### src/rtl/timer_wrap_pkg.sv
package timer_wrap_pkg;

  // Register addresses on the special-function register bus.
  localparam logic [7:0] ADDR_EVENT_FLAGS    = 8'ha1;
  localparam logic [7:0] ADDR_WRAP_LOW       = 8'ha4;
  localparam logic [7:0] ADDR_WRAP_MID       = 8'ha5;
  localparam logic [7:0] ADDR_WRAP_HIGH      = 8'ha6;
  localparam logic [7:0] ADDR_EVENT_ENABLES  = 8'ha7;

  // Reset values of the directly visible and internal registers.
  localparam logic [7:0]  FLAGS_RESET        = 8'h00;
  localparam logic [7:0]  ENABLES_RESET      = 8'h00;
  localparam logic [23:0] WRAP_REG_RESET     = 24'h000000;
  localparam logic [7:0]  RDATA_RESET        = 8'h00;

  // Codes of the overflow window select field.
  localparam logic [2:0] SEL_COUNTER         = 3'h0;
  localparam logic [2:0] SEL_CAPTURE         = 3'h1;
  localparam logic [2:0] SEL_PERIOD          = 3'h2;
  localparam logic [2:0] SEL_MATCH_ONE       = 3'h3;
  localparam logic [2:0] SEL_MATCH_TWO       = 3'h4;

  // Byte lane indices of a 24-bit internal register.
  localparam logic [1:0] LANE_LOW            = 2'h0;
  localparam logic [1:0] LANE_MID            = 2'h1;
  localparam logic [1:0] LANE_HIGH           = 2'h2;

  // Flag and enable bit positions.
  localparam int BIT_TICK_WRAP        = 0;
  localparam int BIT_TICK_MATCH_ONE   = 1;
  localparam int BIT_TICK_MATCH_TWO   = 2;
  localparam int BIT_WRAP_PERIOD      = 3;
  localparam int BIT_WRAP_MATCH_ONE   = 4;
  localparam int BIT_WRAP_MATCH_TWO   = 5;
  localparam int BIT_COMB_MATCH_ONE   = 6;
  localparam int BIT_COMB_MATCH_TWO   = 7;

  // Base variant implements flag bits 5:0 only.
  localparam logic [7:0] BASE_BITS_MASK  = 8'h3f;
  localparam logic [7:0] FULL_BITS_MASK  = 8'hff;

  // Single-cycle event pulses coming from the counting core.
  typedef struct packed {
    logic wrap_match_two;   // Overflow counter reached match two.
    logic wrap_match_one;   // Overflow counter reached match one.
    logic wrap_period;      // Overflow counter wrapped at its period.
    logic tick_match_two;   // Timer counter reached match two.
    logic tick_match_one;   // Timer counter reached match one.
    logic tick_wrap;        // Timer counter wrapped at its period.
  } core_events_t;

  // Byte write toward the live overflow counter in the core.
  typedef struct packed {
    logic [2:0] lane_we;    // One-hot byte lane strobe.
    logic [7:0] data;       // Byte to store.
  } counter_write_t;

endpackage : timer_wrap_pkg

### src/rtl/timer_wrap_access.sv
`timescale 1ns/1ps
// Summary of operation
// low window accesses selected register bits 7:0
// low window read latches counter, mode zero
// mode one: timer low read latches counter
// middle window accesses selected bits 15:8
// middle read with counter selected: latched copy
// high window accesses selected bits 23:16
// high read with counter selected: latched copy
// flag 5 set on wrap match two
// flag 4 set on wrap match one
// flag 3 set on overflow period wrap
// flag 2 set on timer match two
// flag 1 set on timer match one
// flag 0 set on timer period wrap
// extended: flags 7,6 on combined matches
// enable bits 0-2 gate timer flags
// enable bits 3-5 gate overflow flags
// enable bits 7,6 extended; else read zero
// select codes pick counter, capture, period, matches
// flags reset zero, write zero clears, set wins
// interrupt when any enabled flag set
module timer_wrap_access
  import timer_wrap_pkg::*;
#(
  parameter bit EXTENDED = 1'b1,   // Adds the combined-match flags 7:6.
  parameter int WRAP_W   = 24,     // Overflow-side register width.
  parameter int TICK_W   = 16      // Timer register width.
)(
  // Clock and reset.
  input  wire logic                 i_clk_sys,
  input  wire logic                 i_rst_n,
  // Special-function register bus.
  input  wire logic [7:0]           i_sfr_addr,
  input  wire logic                 i_sfr_wr,
  input  wire logic                 i_sfr_rd,
  input  wire logic [7:0]           i_sfr_wdata,
  output logic      [7:0]           o_sfr_rdata,
  // Fields held by neighbouring registers.
  input  wire logic [2:0]           i_overflow_window_select,
  input  wire logic                 i_latch_mode,
  input  wire logic                 i_timer_low_window_rd,
  // Counting core status and events.
  input  wire logic [WRAP_W-1:0]    i_wrap_counter,
  input  wire logic [WRAP_W-1:0]    i_wrap_capture,
  input  wire core_events_t         i_core_events,
  // Counting core configuration.
  output logic      [WRAP_W-1:0]    o_wrap_period,
  output logic      [WRAP_W-1:0]    o_wrap_match_one,
  output logic      [WRAP_W-1:0]    o_wrap_match_two,
  output counter_write_t            o_counter_write,
  // Interrupt request.
  output logic                      o_timer_irq
);

  // Returns one byte lane of a 24-bit internal register.
  function automatic logic [7:0] lane_of(input logic [23:0] w,
                                         input logic [1:0]  lane);
    logic [7:0] b;
    b = 8'h00;
    if (lane == LANE_LOW)
      b = w[7:0];
    else if (lane == LANE_MID)
      b = w[15:8];
    else if (lane == LANE_HIGH)
      b = w[23:16];
    return b;
  endfunction : lane_of

  // Implemented flag bits depend on the variant.
  localparam logic [7:0] LIVE_BITS = EXTENDED ? FULL_BITS_MASK
                                              : BASE_BITS_MASK;

  // Internal registers and visible state.
  logic [7:0]        flags_q;        // Sticky event flags.
  logic [7:0]        enables_q;      // Interrupt enables.
  logic [WRAP_W-1:0] period_q;       // Overflow period.
  logic [WRAP_W-1:0] match_one_q;    // Overflow compare one.
  logic [WRAP_W-1:0] match_two_q;    // Overflow compare two.
  logic [WRAP_W-1:0] latch_q;        // Frozen copy of the counter.
  logic [7:0]        rdata_q;        // Read data holding register.
  counter_write_t    cwr_q;          // Byte write toward the core.

  // Address decode, one strobe per register address.
  wire hit_flags   = (i_sfr_addr == ADDR_EVENT_FLAGS);
  wire hit_low     = (i_sfr_addr == ADDR_WRAP_LOW);
  wire hit_mid     = (i_sfr_addr == ADDR_WRAP_MID);
  wire hit_high    = (i_sfr_addr == ADDR_WRAP_HIGH);
  wire hit_enables = (i_sfr_addr == ADDR_EVENT_ENABLES);
  wire hit_window  = hit_low | hit_mid | hit_high;

  // Selected byte lane of the window being accessed.
  wire [1:0] lane = hit_mid  ? LANE_MID  :
                    hit_high ? LANE_HIGH : LANE_LOW;

  // Selection decode of the overflow window select field.
  wire sel_cnt = (i_overflow_window_select == SEL_COUNTER);
  wire sel_cap = (i_overflow_window_select == SEL_CAPTURE);
  wire sel_per = (i_overflow_window_select == SEL_PERIOD);
  wire sel_m1  = (i_overflow_window_select == SEL_MATCH_ONE);
  wire sel_m2  = (i_overflow_window_select == SEL_MATCH_TWO);

  // Which read moments freeze the overflow counter.
  wire latch_by_low   = i_sfr_rd & hit_low & sel_cnt & ~i_latch_mode;
  wire latch_by_timer = i_timer_low_window_rd & sel_cnt
                        & i_latch_mode;
  wire take_latch     = latch_by_low | latch_by_timer;

  // The counter view: the low byte in mode zero is read live, every
  // other byte comes from the copy so the three reads stay coherent.
  wire [23:0] cnt_view = {latch_q[23:8],
                          i_latch_mode ? latch_q[7:0]
                                       : i_wrap_counter[7:0]};

  // The selected internal register; reserved codes read zero.
  wire [23:0] sel_word = sel_cnt ? cnt_view       :
                         sel_cap ? i_wrap_capture :
                         sel_per ? period_q       :
                         sel_m1  ? match_one_q    :
                         sel_m2  ? match_two_q    : 24'h000000;

  // Byte returned through a window.
  wire [7:0] win_rd = lane_of(sel_word, lane);

  // Read mux over all mapped addresses; unmapped reads return zero.
  wire [7:0] rd_mux = hit_flags   ? (flags_q & LIVE_BITS)   :
                      hit_enables ? (enables_q & LIVE_BITS) :
                      hit_window  ? win_rd                  : 8'h00;

  // Window write strobes, one per lane, for writable selections.
  wire       win_wr    = i_sfr_wr & hit_window;
  wire [2:0] lane_hot  = {hit_high, hit_mid, hit_low};
  wire [2:0] we_per    = {3{win_wr & sel_per}} & lane_hot;
  wire [2:0] we_m1     = {3{win_wr & sel_m1}}  & lane_hot;
  wire [2:0] we_m2     = {3{win_wr & sel_m2}}  & lane_hot;
  wire [2:0] we_cnt    = {3{win_wr & sel_cnt}} & lane_hot;

  // Combined matches: overflow counter equal and timer compare hit.
  wire comb_one = EXTENDED & i_core_events.tick_match_one
                  & (i_wrap_counter == match_one_q);
  wire comb_two = EXTENDED & i_core_events.tick_match_two
                  & (i_wrap_counter == match_two_q);

  // Hardware set requests, one per flag bit.
  wire [7:0] set_req;
  assign set_req[BIT_TICK_WRAP]      = i_core_events.tick_wrap;
  assign set_req[BIT_TICK_MATCH_ONE] = i_core_events.tick_match_one;
  assign set_req[BIT_TICK_MATCH_TWO] = i_core_events.tick_match_two;
  assign set_req[BIT_WRAP_PERIOD]    = i_core_events.wrap_period;
  assign set_req[BIT_WRAP_MATCH_ONE] = i_core_events.wrap_match_one;
  assign set_req[BIT_WRAP_MATCH_TWO] = i_core_events.wrap_match_two;
  assign set_req[BIT_COMB_MATCH_ONE] = comb_one;
  assign set_req[BIT_COMB_MATCH_TWO] = comb_two;

  // Software clear request: a zero written to a flag position.
  wire [7:0] clr_req = {8{i_sfr_wr & hit_flags}} & ~i_sfr_wdata;

  // Per-bit flag storage; a set in the clearing cycle is kept.
  genvar gi;
  generate
    for (gi = 0; gi < 8; gi++)
    begin : g_flag
      always_ff @(posedge i_clk_sys)
      begin
        if (!i_rst_n)
          flags_q[gi] <= FLAGS_RESET[gi];
        else if (set_req[gi] && LIVE_BITS[gi])
          flags_q[gi] <= 1'b1;
        else if (clr_req[gi])
          flags_q[gi] <= 1'b0;
      end
    end
  endgenerate

  // Enable register; bits absent on the base variant stay zero.
  always_ff @(posedge i_clk_sys)
  begin
    if (!i_rst_n)
      enables_q <= ENABLES_RESET;
    else if (i_sfr_wr && hit_enables)
      enables_q <= i_sfr_wdata & LIVE_BITS;
  end

  // Period and compare registers, written a byte lane at a time.
  generate
    for (gi = 0; gi < 3; gi++)
    begin : g_lane
      always_ff @(posedge i_clk_sys)
      begin
        if (!i_rst_n)
        begin
          period_q[gi*8 +: 8]    <= WRAP_REG_RESET[gi*8 +: 8];
          match_one_q[gi*8 +: 8] <= WRAP_REG_RESET[gi*8 +: 8];
          match_two_q[gi*8 +: 8] <= WRAP_REG_RESET[gi*8 +: 8];
        end
        else
        begin
          if (we_per[gi])
            period_q[gi*8 +: 8] <= i_sfr_wdata;
          if (we_m1[gi])
            match_one_q[gi*8 +: 8] <= i_sfr_wdata;
          if (we_m2[gi])
            match_two_q[gi*8 +: 8] <= i_sfr_wdata;
        end
      end
    end
  endgenerate

  // Counter copy, frozen on the chosen latching read.
  always_ff @(posedge i_clk_sys)
  begin
    if (!i_rst_n)
      latch_q <= WRAP_REG_RESET;
    else if (take_latch)
      latch_q <= i_wrap_counter;
  end

  // Read data is registered so the bus sees it one cycle after the
  // strobe; it holds until the next read so slow masters are safe.
  always_ff @(posedge i_clk_sys)
  begin
    if (!i_rst_n)
      rdata_q <= RDATA_RESET;
    else if (i_sfr_rd)
      rdata_q <= rd_mux;
  end

  // Counter writes travel to the core, which owns the live count.
  always_ff @(posedge i_clk_sys)
  begin
    if (!i_rst_n)
      cwr_q <= '0;
    else
    begin
      cwr_q.lane_we <= we_cnt;
      cwr_q.data    <= i_sfr_wdata;
    end
  end

  // Interrupt: any flag whose enable is set.
  assign o_timer_irq = |(flags_q & enables_q);

  // Output wiring.
  assign o_sfr_rdata      = rdata_q;
  assign o_wrap_period    = period_q;
  assign o_wrap_match_one = match_one_q;
  assign o_wrap_match_two = match_two_q;
  assign o_counter_write  = cwr_q;
endmodule : timer_wrap_access

### config.mk
export PLATFORM = sky130hd
export DESIGN_NAME = timer_wrap_access
export DESIGN_NICKNAME = d
export VERILOG_FILES = /design/src/rtl/timer_wrap_pkg.sv /design/src/rtl/timer_wrap_access.sv
export SDC_FILE = /design/constraint.sdc
export NUM_CORES = 1
export LEC_CHECK = 0
export ABC_AREA = 1
export BUFFER_PORTS_ARGS = -buffer_cell sky130_fd_sc_hd__buf_2
export CORE_ASPECT_RATIO = 1.1
export CORE_MARGIN = 1
export CORE_UTILIZATION = 24
export CTS_CLUSTER_SIZE = 12
export DETAILED_ROUTE_END_ITERATION = 6
export PLACE_DENSITY_LB_ADDON = 0.3
export SLEW_MARGIN = 10
export SYNTH_ARGS = -nofsm -noshare
export SYNTH_HDL_FRONTEND = slang
export SYNTH_SLANG_ARGS = --single-unit
### constraint.sdc
create_clock -name i_clk_sys -period 1.6 [get_ports i_clk_sys]
set_clock_uncertainty 0.15 [all_clocks]
set_input_delay 0.16 -clock i_clk_sys [delete_from_list [all_inputs] [get_ports i_clk_sys]]
set_output_delay 0.16 -clock i_clk_sys [all_outputs]
set_load 0.005 [all_outputs]
==> results of run 1 <==
## stage by stage
stage	setup slack, ps	TNS, ps	total power [mW]
finish	-67.6	-67.6	8.42
global route	-122	-298	8.67
CTS	-67.9	-74.2	8.44
detailed placement	-322	-23470	4.25
global placement	-298	-22150	4.25
floorplan	25.5	0	3.79
## cells in the final DEF (no fill, tap or decap), types with 30 or more instances in the layout
cell / instances
a21oi_1: 124
buf_2: 165
buf_4: 124
dfxtp_1: 119
dlygate4sd3_1: 30
inv_1: 105
nand2_1: 212
nand3_1: 102
nor2_1: 66
o21ai_0: 83
## what timing repair did
action,in CTS,in global routing
hold buffers,31,0
endpoints found under the hold margin,32,0
pin swaps,1,10
gates resized for setup,6,47
buffers inserted,1,0
setup endpoints to repair,3,48
## state kept, by name (all words and copies together) (netlist names)
signal / count
o_wrap_match_one: 24
o_counter_write: 11
flags_q: 8
enables_q: 8
o_sfr_rdata: 8
o_wrap_match_two: 24
o_wrap_period: 24
latch_q: 24
## kinds of logic (layout without fill, tap and decap cells)
| group | after synthesis | after routing | share of synthesized area (%) |
|---|---|---|---|
| AND/OR/NAND/NOR | 433 | 433 | 28.2 |
| flip-flops | 131 | 131 | 38.7 |
| AO/OA/AOI/OAI | 253 | 253 | 19.9 |
| buffers and inverters | 176 | 477 | 10.8 |
| XOR/XNOR | 18 | 18 | 2.33 |
## cell usage after synthesis (all sizes together), types with 4 or more instances
library cell,number
a21oi,125
buf,34
clkbuf,24
dfxtp,131
inv,116
nand2,222
nand3,103
nand4,18
nor2,75
nor3,9
o211ai,7
o21ai,96
o22ai,16
or2,5
xnor2,4
xor2,14
## how the worst max path moves through the flow
stage                                    from                                end
floorplan                       i_sfr_addr[4]   o_wrap_match_one[0]$_SDFFE_PN0P_
global placement                i_sfr_addr[4]  o_wrap_match_one[15]$_SDFFE_PN0P_
detailed placement              i_sfr_addr[3]   o_wrap_match_one[9]$_SDFFE_PN0P_
CTS                 enables_q[1]$_SDFFE_PN0P_                        o_timer_irq
global route                i_wrap_counter[5]            flags_q[6]$_SDFFE_PN0P_
finish              enables_q[1]$_SDFFE_PN0P_                        o_timer_irq
## layer usage
| metal | up-vias | wire, µm | GRT usage (%) |
|---|---|---|---|
| met5 | - | 0 | 0 |
| met4 | 0 | 991 | 9.36 |
| met3 | 48 | 2230 | 3.70 |
| met2 | 353 | 15000 | 36.4 |
| met1 | 3786 | 14200 | 29.7 |
| li1 | 3911 | - | - |
## report_power, final
part	internal [mW]	switching, mW	total (mW)
Clock	2.51	1.64	4.15
Combinational	0.357	0.570	0.927
Sequential	3.31	0.0300	3.34
## worst min-delay path, delay by kind of cell
family	cells	cell delay, ps
buf+inv	2	270
simple gates	1	110
## final cells by class
class                      count  area, µm²
clock buffer                  18        439
clock inverter                14        178
fill                        3020      18000
inverter                     118        448
multi-input combinational    704       3480
sequential                   131       2640
tap                          363        454
timing repair buffer         327       2200
==> results_dict.tcl, run 1 <==
set metrics [dict create \
    synth_edf_count 0 \
    synthArstFlopShare_pct 0 \
    netlist_area_um2 6770 \
    crit_path_cell_trace "a22o_1, a221oi_2, nand2_1, buf_2" \
    num_vias 8098 \
    ys_ff_latch 131 \
    fin_nets 1378 \
    slew_violations 0 \
    grt_max_degree 63 \
    die_w_um 162 \
    worstHoldPathType "in -> reg" \
    io_buffers 170 \
    cp.arrival_ps 1360 \
    holdCritStartpoint "i_sfr_wdata[5]" \
    drive_gt1_share_pct 29.3 \
    synth-main-ff-cell "dfxtp_1" \
    hold_slack_ps 6.56 \
    diodes 0 \
    final_cells 1675 \
    violations "setup timing" \
    syn2layout_area_growth_pct 45.2 \
    power.density_nw_per_um2 856 \
    cts.sinks 131 \
    cts_max_level 4 \
    clock.fmax_mhz 600 \
    crit_type "reg -> out" \
    max_stage_delay_ps 320 \
    max_cap_viol_count 0 \
    path_depth 4 \
    min_period_over_period_pct 104 \
    p_leak_nw 4.46 \
    yosysUniqueCellTypes 37 \
    r2r_setup_slack_ps 50 \
    cp.required_ps 1290 \
    peakVddDrop_v 0.000501 \
    antenna_found_initial 0 \
    drt_pass1_iterations 5 \
    finalCriticalPeriod_ps 1670 \
    crit_slowest_cell "dfxtp_2" \
    synth_top_area_cell "dfxtp_1" \
    cp-end-kind "output port" \
    groute.usage.overall_pct 22.6 \
    start_util_pct 24.4 \
    hold_depth 3 \
    first_global_vias 7597 \
    grt_pass1_wl_um 47200 \
    io_pins 171 \
    place_area_um2 8810 \
    die_area_um2 28900 \
    regToRegStartpoint "o_wrap_match_one[0]$_SDFFE_PN0P_" \
    setup_viol_count_final 1 \
    final_util_pct 35.4 \
    hold_violations 0 \
    final_area_um2 9830 \
    fp.dieH_um 178 \
    clock_latency_ps 430 \
    worstRegToRegCells 7 \
    critical-path-top-delay-family "compound AO/OA/AOI/OAI gates" \
    avgViaCountPerCell 4.83 \
    dpl.hpwl_um 25500 \
    synthTopCellsByArea "dfxtp_1, nand2_1, a21oi_1" \
    critPathLaunchType "flip-flop" \
    cts_tree "built" \
    cts_buffers 17 \
    rsz0062_at_grt "true" \
    hold_end "o_counter_write[5]$_SDFF_PN0_" \
    rows 64 \
    rr_endpoint "flags_q[6]$_SDFFE_PN0P_" \
    syn-num-nets 1090 \
    clock_path_buffers 2 \
    layout_setup_ws_ps -67.6 \
    wire_per_inst_um 19.4 \
    seq_area_frac_synth_pct 38.7 \
    path_max_fanout 2 \
    yosysWarnings 0 \
    grt_overflow_total 0 \
    outcome "finished, violations left" \
    coreArea_um2 27800 \
    antenna_left 0 \
    wl_um 32400 \
    cts_root_buf "clkbuf_16" \
    drcViolationCount 0 \
    avgSynthCellArea_um2 6.70 \
    synth_cells 1011 \
    clkTransAtPathRegs_ps 70 \
    worst_pin_slew_ps 490 \
    dpl.cell_count 1612 \
    gp_congestion 0.980 \
    drt_iter0_drc 691 \
    crit_buf_inv 1 \
    timing.slew.headroom_pct 67.3 \
    netlist.area_leader.share_pct 38.7 \
]
No activity file was read; power rests on OpenSTA's default activity.
==> inputs of run 2 (changes only) <==
CELL_PAD_IN_SITES_DETAIL_PLACEMENT = 1   (was unset)
CELL_PAD_IN_SITES_GLOBAL_PLACEMENT = 1   (was unset)
==> run 2 against run 1 <==
Against the previous run:
- the flow still finishes with violations (setup timing)
- worst hold slack improved by 5.0 ps
- register-to-register slack got worse by 20 ps
- non-clock buffer count rose by 13
- via count rose by 2.6%
- sequential power barely moved
- global-route usage rose by 2.4 points
- fmax fell by 1.5%
- sequential share of layout area fell by 0.050 points
- critical path type unchanged
- largest power group unchanged
==> results_dict.tcl, run 2 (synthesis gave the netlist of run 1 again) <==
set metrics [dict create \
    rsz0062_at_grt "true" \
    p_leak_nw 4.49 \
    drive_gt1_share_pct 30.5 \
    layout_setup_ws_ps -93.6 \
    cts_buffers 17 \
    die_w_um 162 \
    crit_type "reg -> out" \
    timing.slew.headroom_pct 70.5 \
    coreArea_um2 27800 \
    fp.dieH_um 178 \
    layout_commonest_cell "nand2_1" \
    crit_path_cell_trace "a22o_1, a221oi_2, nand2_1, buf_2" \
    max_stage_delay_ps 320 \
    wire_per_inst_um 21.2 \
    avgViaCountPerCell 4.92 \
    clock.fmax_mhz 590 \
    critPathLaunchType "flip-flop" \
    grt_max_degree 47 \
    power.density_nw_per_um2 840 \
    grt_overflow_total 0 \
    cts.sinks 131 \
    fillCellCount 3528 \
    cts_max_level 4 \
    peakVddDrop_v 0.000497 \
    antenna_left 0 \
    drt_iter0_drc 555 \
    io_buffers 170 \
    cts_tree "built" \
    dpl.hpwl_um 28300 \
    groute.usage.overall_pct 25.0 \
    path_max_fanout 2 \
    crit_buf_inv 1 \
    die_area_um2 28900 \
    crit_slowest_cell "dfxtp_2" \
    final_cell_mix "nand2_1, buf_2, buf_4" \
    fin_nets 1391 \
    min_period_over_period_pct 106 \
    antenna_found_initial 0 \
    finalCriticalPeriod_ps 1690 \
    wl_um 35700 \
    slew_violations 0 \
    gp_congestion 1.00 \
    cts_root_buf "clkbuf_16" \
    outcome "finished, violations left" \
    critical-path-top-delay-family "compound AO/OA/AOI/OAI gates" \
    violations "setup timing" \
    max_cap_viol_count 0 \
    hold_violations 0 \
    cp.arrival_ps 1380 \
    setup_viol_count_final 1 \
    clkTransAtPathRegs_ps 70 \
    clock_path_buffers 2 \
    worstHoldPathType "in -> reg" \
    num_vias 8311 \
    grt_pass1_wl_um 52300 \
    hold_slack_ps 11.6 \
    clock_latency_ps 450 \
    cp-end-kind "output port" \
    start_util_pct 24.4 \
    drcViolationCount 0 \
    cp.required_ps 1290 \
    first_global_vias 8508 \
    syn2layout_area_growth_pct 46.5 \
    worst_pin_slew_ps 442 \
    diodes 0 \
    io_pins 171 \
    drt_pass1_iterations 5 \
    pre_cts_ws_ps -329 \
    rows 64 \
]
## run 2: cell types whose count changed in the layout (fill, tap and decap cells not counted), moves of 5 or more
cell / previous run / this run
dfxtp_1: 119 / 109
clkinv_4: 5 / 0
buf_4: 124 / 134
dfxtp_2: 12 / 20
## run 2: path summary, 6_finish.rpt
check | to | slack [ps] | cells after the start | startpoint
worst max-delay path | o_timer_irq | -90 | 4 | enables_q[1]$_SDFFE_PN0P_
worst min-delay path | o_counter_write[6]$_SDFF_PN0_ | 10 | 3 | i_sfr_wdata[6]
worst max register to register | flags_q[6]$_SDFFE_PN0P_ | 30 | 7 | o_wrap_match_one[18]$_SDFFE_PN0P_
worst min register to register | latch_q[1]$_SDFFE_PN0P_ | 300 | 2 | latch_q[1]$_SDFFE_PN0P_
## run 2: where the power goes
part	switching, mW	internal (mW)	leakage, nW
registers	0.0303	3.30	1.07
logic	0.579	0.373	3.14
clock network	1.83	2.21	0.276
total	2.44	5.89	4.49
## run 2: layout make-up
cell class,count,area [µm²],area share [%]
tap,363,454,4.58
multi-input combinational,704,3470,35.0
timing repair buffer,340,2310,23.3
clock buffer,17,425,4.29
sequential,131,2660,26.8
clock inverter,15,158,1.59
inverter,118,445,4.49
## run 2: worst register-to-register path, cell delays in order (launching register included)
cell	delay (ps)
dfxtp_1	370
inv_1	100
o21ai_0	100
nor4_1	310
nand3_1	140
nor2_2	200
nor2_1	60
nor2_1	70
## run 2: per-layer routing
layer  wire [µm]  part of all wire (%)  global-route usage (%)  vias to the layer above
li1            -                     -                       -                     3936
met1       15700                    44                    31.6                     4048
met2       16900                    47                    42.1                      275
met3        1920                   5.4                    3.79                       52
met4        1090                   3.1                    10.6                        0
met5           0                     0                       0                        -
## run 2: what timing repair did
action,CTS,global route
endpoints found under the hold margin,33,0
hold buffers,33,0
pin swaps,1,14
setup buffers,1,1
resized for setup,8,50
setup endpoints to repair,3,14
## run 2: stage by stage
| stage | util [%] | total power [mW] | instance area (µm²) | TNS [ps] | std cells |
|---|---|---|---|---|---|
| final | 35.7 | 8.33 | 9920 | -93.6 | 1688 |
| after global routing | 35.7 | 8.59 | 9920 | -187 | 1688 |
| after CTS | 35.5 | 8.37 | 9860 | -102 | 1691 |
| after detailed placement | 32.1 | 4.28 | 8920 | -22890 | 1625 |
| after global placement | 32.1 | 4.28 | 8920 | -18280 | 1625 |
| after floorplan | - | 3.79 | 6770 | 0 | 1011 |
==> inputs of run 3 (changes only) <==
CORE_MARGIN = unset   (was 1)
CORE_UTILIZATION = 30   (was 24)
TNS_END_PERCENT = 20   (was unset)
==> run 3 against run 2 <==
Against the previous run:
- the run still ends with setup timing left
- flip-flop and latch count unchanged
- critical path depth rose by 1
- cell area decreased by 1.5%
- non-clock buffer count shrank 23
- first-iteration DRC count grew 2.5%
- combinational power fell by 4.2%
- critical path type unchanged
- largest cell class unchanged
==> results_dict.tcl, run 3 (synthesis gave the netlist of run 1 again) <==
set metrics [dict create \
    drt_iter0_drc 569 \
    cts_max_level 4 \
    clock.fmax_mhz 597 \
    p_leak_nw 4.43 \
    hold_slack_ps 0.407 \
    cts.sinks 131 \
    rr_endpoint "flags_q[7]$_SDFFE_PN0P_" \
    layout_setup_ws_ps -74.3 \
    wire_per_inst_um 21.0 \
    rsz0062_at_grt "true" \
    grt_pass1_wl_um 50800 \
    cp.arrival_ps 1360 \
    max_cap_viol_count 0 \
    fp.dieH_um 160 \
    clkTransAtPathRegs_ps 70 \
    path_max_fanout 3 \
    crit_type "reg -> out" \
    layout_commonest_cell "nand2_1" \
    first_global_vias 8491 \
    syn2layout_area_growth_pct 44.3 \
    cp-startpoint "flags_q[7]$_SDFFE_PN0P_" \
    grt_overflow_total 0 \
    outcome "finished, violations left" \
    peakVddDrop_v 0.000746 \
    hold_depth 3 \
    drcViolationCount 0 \
    clock_latency_ps 440 \
    final_area_um2 9770 \
    antenna_left 0 \
    io_buffers 170 \
    r2r_setup_slack_ps 0 \
    gp_congestion 0.976 \
    die_w_um 145 \
    worstHoldPathType "in -> reg" \
    cts_root_buf "clkbuf_16" \
    critPathLaunchType "flip-flop" \
    pre_cts_ws_ps -296 \
    violations "setup timing" \
    drt_pass1_iterations 5 \
    finalCriticalPeriod_ps 1670 \
    slew_violations 0 \
    cp-end-kind "output port" \
    fin_nets 1368 \
    final_cell_mix "nand2_1, buf_2, a21oi_1" \
    avgViaCountPerCell 5.22 \
    holdCritStartpoint "i_rst_n" \
    die_area_um2 23200 \
    coreArea_um2 22100 \
    start_util_pct 30.6 \
    hold_violations 0 \
    num_vias 8336 \
    min_period_over_period_pct 105 \
    groute.usage.overall_pct 29.4 \
    io_pins 171 \
    wl_um 33600 \
    worstRegToRegCells 8 \
    clock_path_buffers 2 \
    cp.required_ps 1290 \
    rows 57 \
    cts_tree "built" \
    p_total_mw 8.30 \
    power.density_nw_per_um2 850 \
    grt_max_degree 64 \
    timing.slew.headroom_pct 72.0 \
    dpl.hpwl_um 25300 \
    regToRegStartpoint "o_wrap_match_two[12]$_SDFFE_PN0P_" \
    hold_end "o_sfr_rdata[7]$_SDFFE_PN0P_" \
    setup_viol_count_final 1 \
    cts_buffers 17 \
    antenna_found_initial 1 \
    drive_gt1_share_pct 29.9 \
    place_area_um2 8710 \
    worst_pin_slew_ps 420 \
]
run 3: changes by cell type in the layout (fill, tap and decap cells not counted), sizes merged, moves of 2 or more:
cell and delta:
buf -23, dlygate4sd3 -3, dlymetal6s4s +3, inv -3
clkinv +2
run 3: worst max-delay path: stages (launching register included):
cell	delay (ps)
dfxtp_2	340
inv_1	70
o22ai_2	90
a221oi_2	210
nand2_1	90
buf_2	130
run 3: report_power, final:
group / switching (mW) / internal, mW
Clock: 1.72 / 2.34
Combinational: 0.562 / 0.351
Sequential: 0.0276 / 3.31
run 3: worst max path at each step:
stage / to / slack, ps / cells past startpoint
after global routing: o_timer_irq / -140 / 4
after global placement: o_sfr_rdata[2]$_SDFFE_PN0P_ / -280 / 11
after CTS: o_timer_irq / -70 / 4
after floorplan: o_wrap_match_one[0]$_SDFFE_PN0P_ / 30 / 10
after detailed placement: o_sfr_rdata[2]$_SDFFE_PN0P_ / -300 / 11
final: o_timer_irq / -70 / 5
run 3: metal layers:
layer	up-vias	global-route usage, %	part of all wire [%]	routed length (µm)
met5	-	0	0	0
met4	0	14.2	3.9	1300
met3	81	5.21	6.3	2120
met2	359	47.2	46	15500
met1	4010	37.9	44	14700
li1	3886	-	-	-
run 3: area by class of cell:
cell class              count  area [µm²]
diodes                      1        2.50
clock buffers              17         425
clock inverters            15         173
fillers                  2887       12300
inverters                 118         454
multi-input cells         704        3500
flip-flops and latches    131        2650
well taps                 295         369
repair buffers            317        2190
run 3: through the flow:
stage | utilization (%) | setup TNS [ps] | cells
2_1_floorplan | - | 0 | 1011
3_3_place_gp | 39.4 | -16760 | 1535
3_5_place_dp | 39.4 | -20320 | 1535
4_1_cts | 43.8 | -87.1 | 1601
5_1_grt | 44.2 | -206 | 1598
6_report | 44.2 | -74.3 | 1598
run 3: what timing repair did:
| action | 4_1_cts | 5_1_grt |
|---|---|---|
| pin swaps | 0 | 21 |
| resized for setup | 13 | 62 |
| buffers inserted | 2 | 0 |
| endpoints found under the hold margin | 32 | 1 |
| endpoints found under the setup margin | 4 | 32 |
| hold buffers | 32 | 1 |
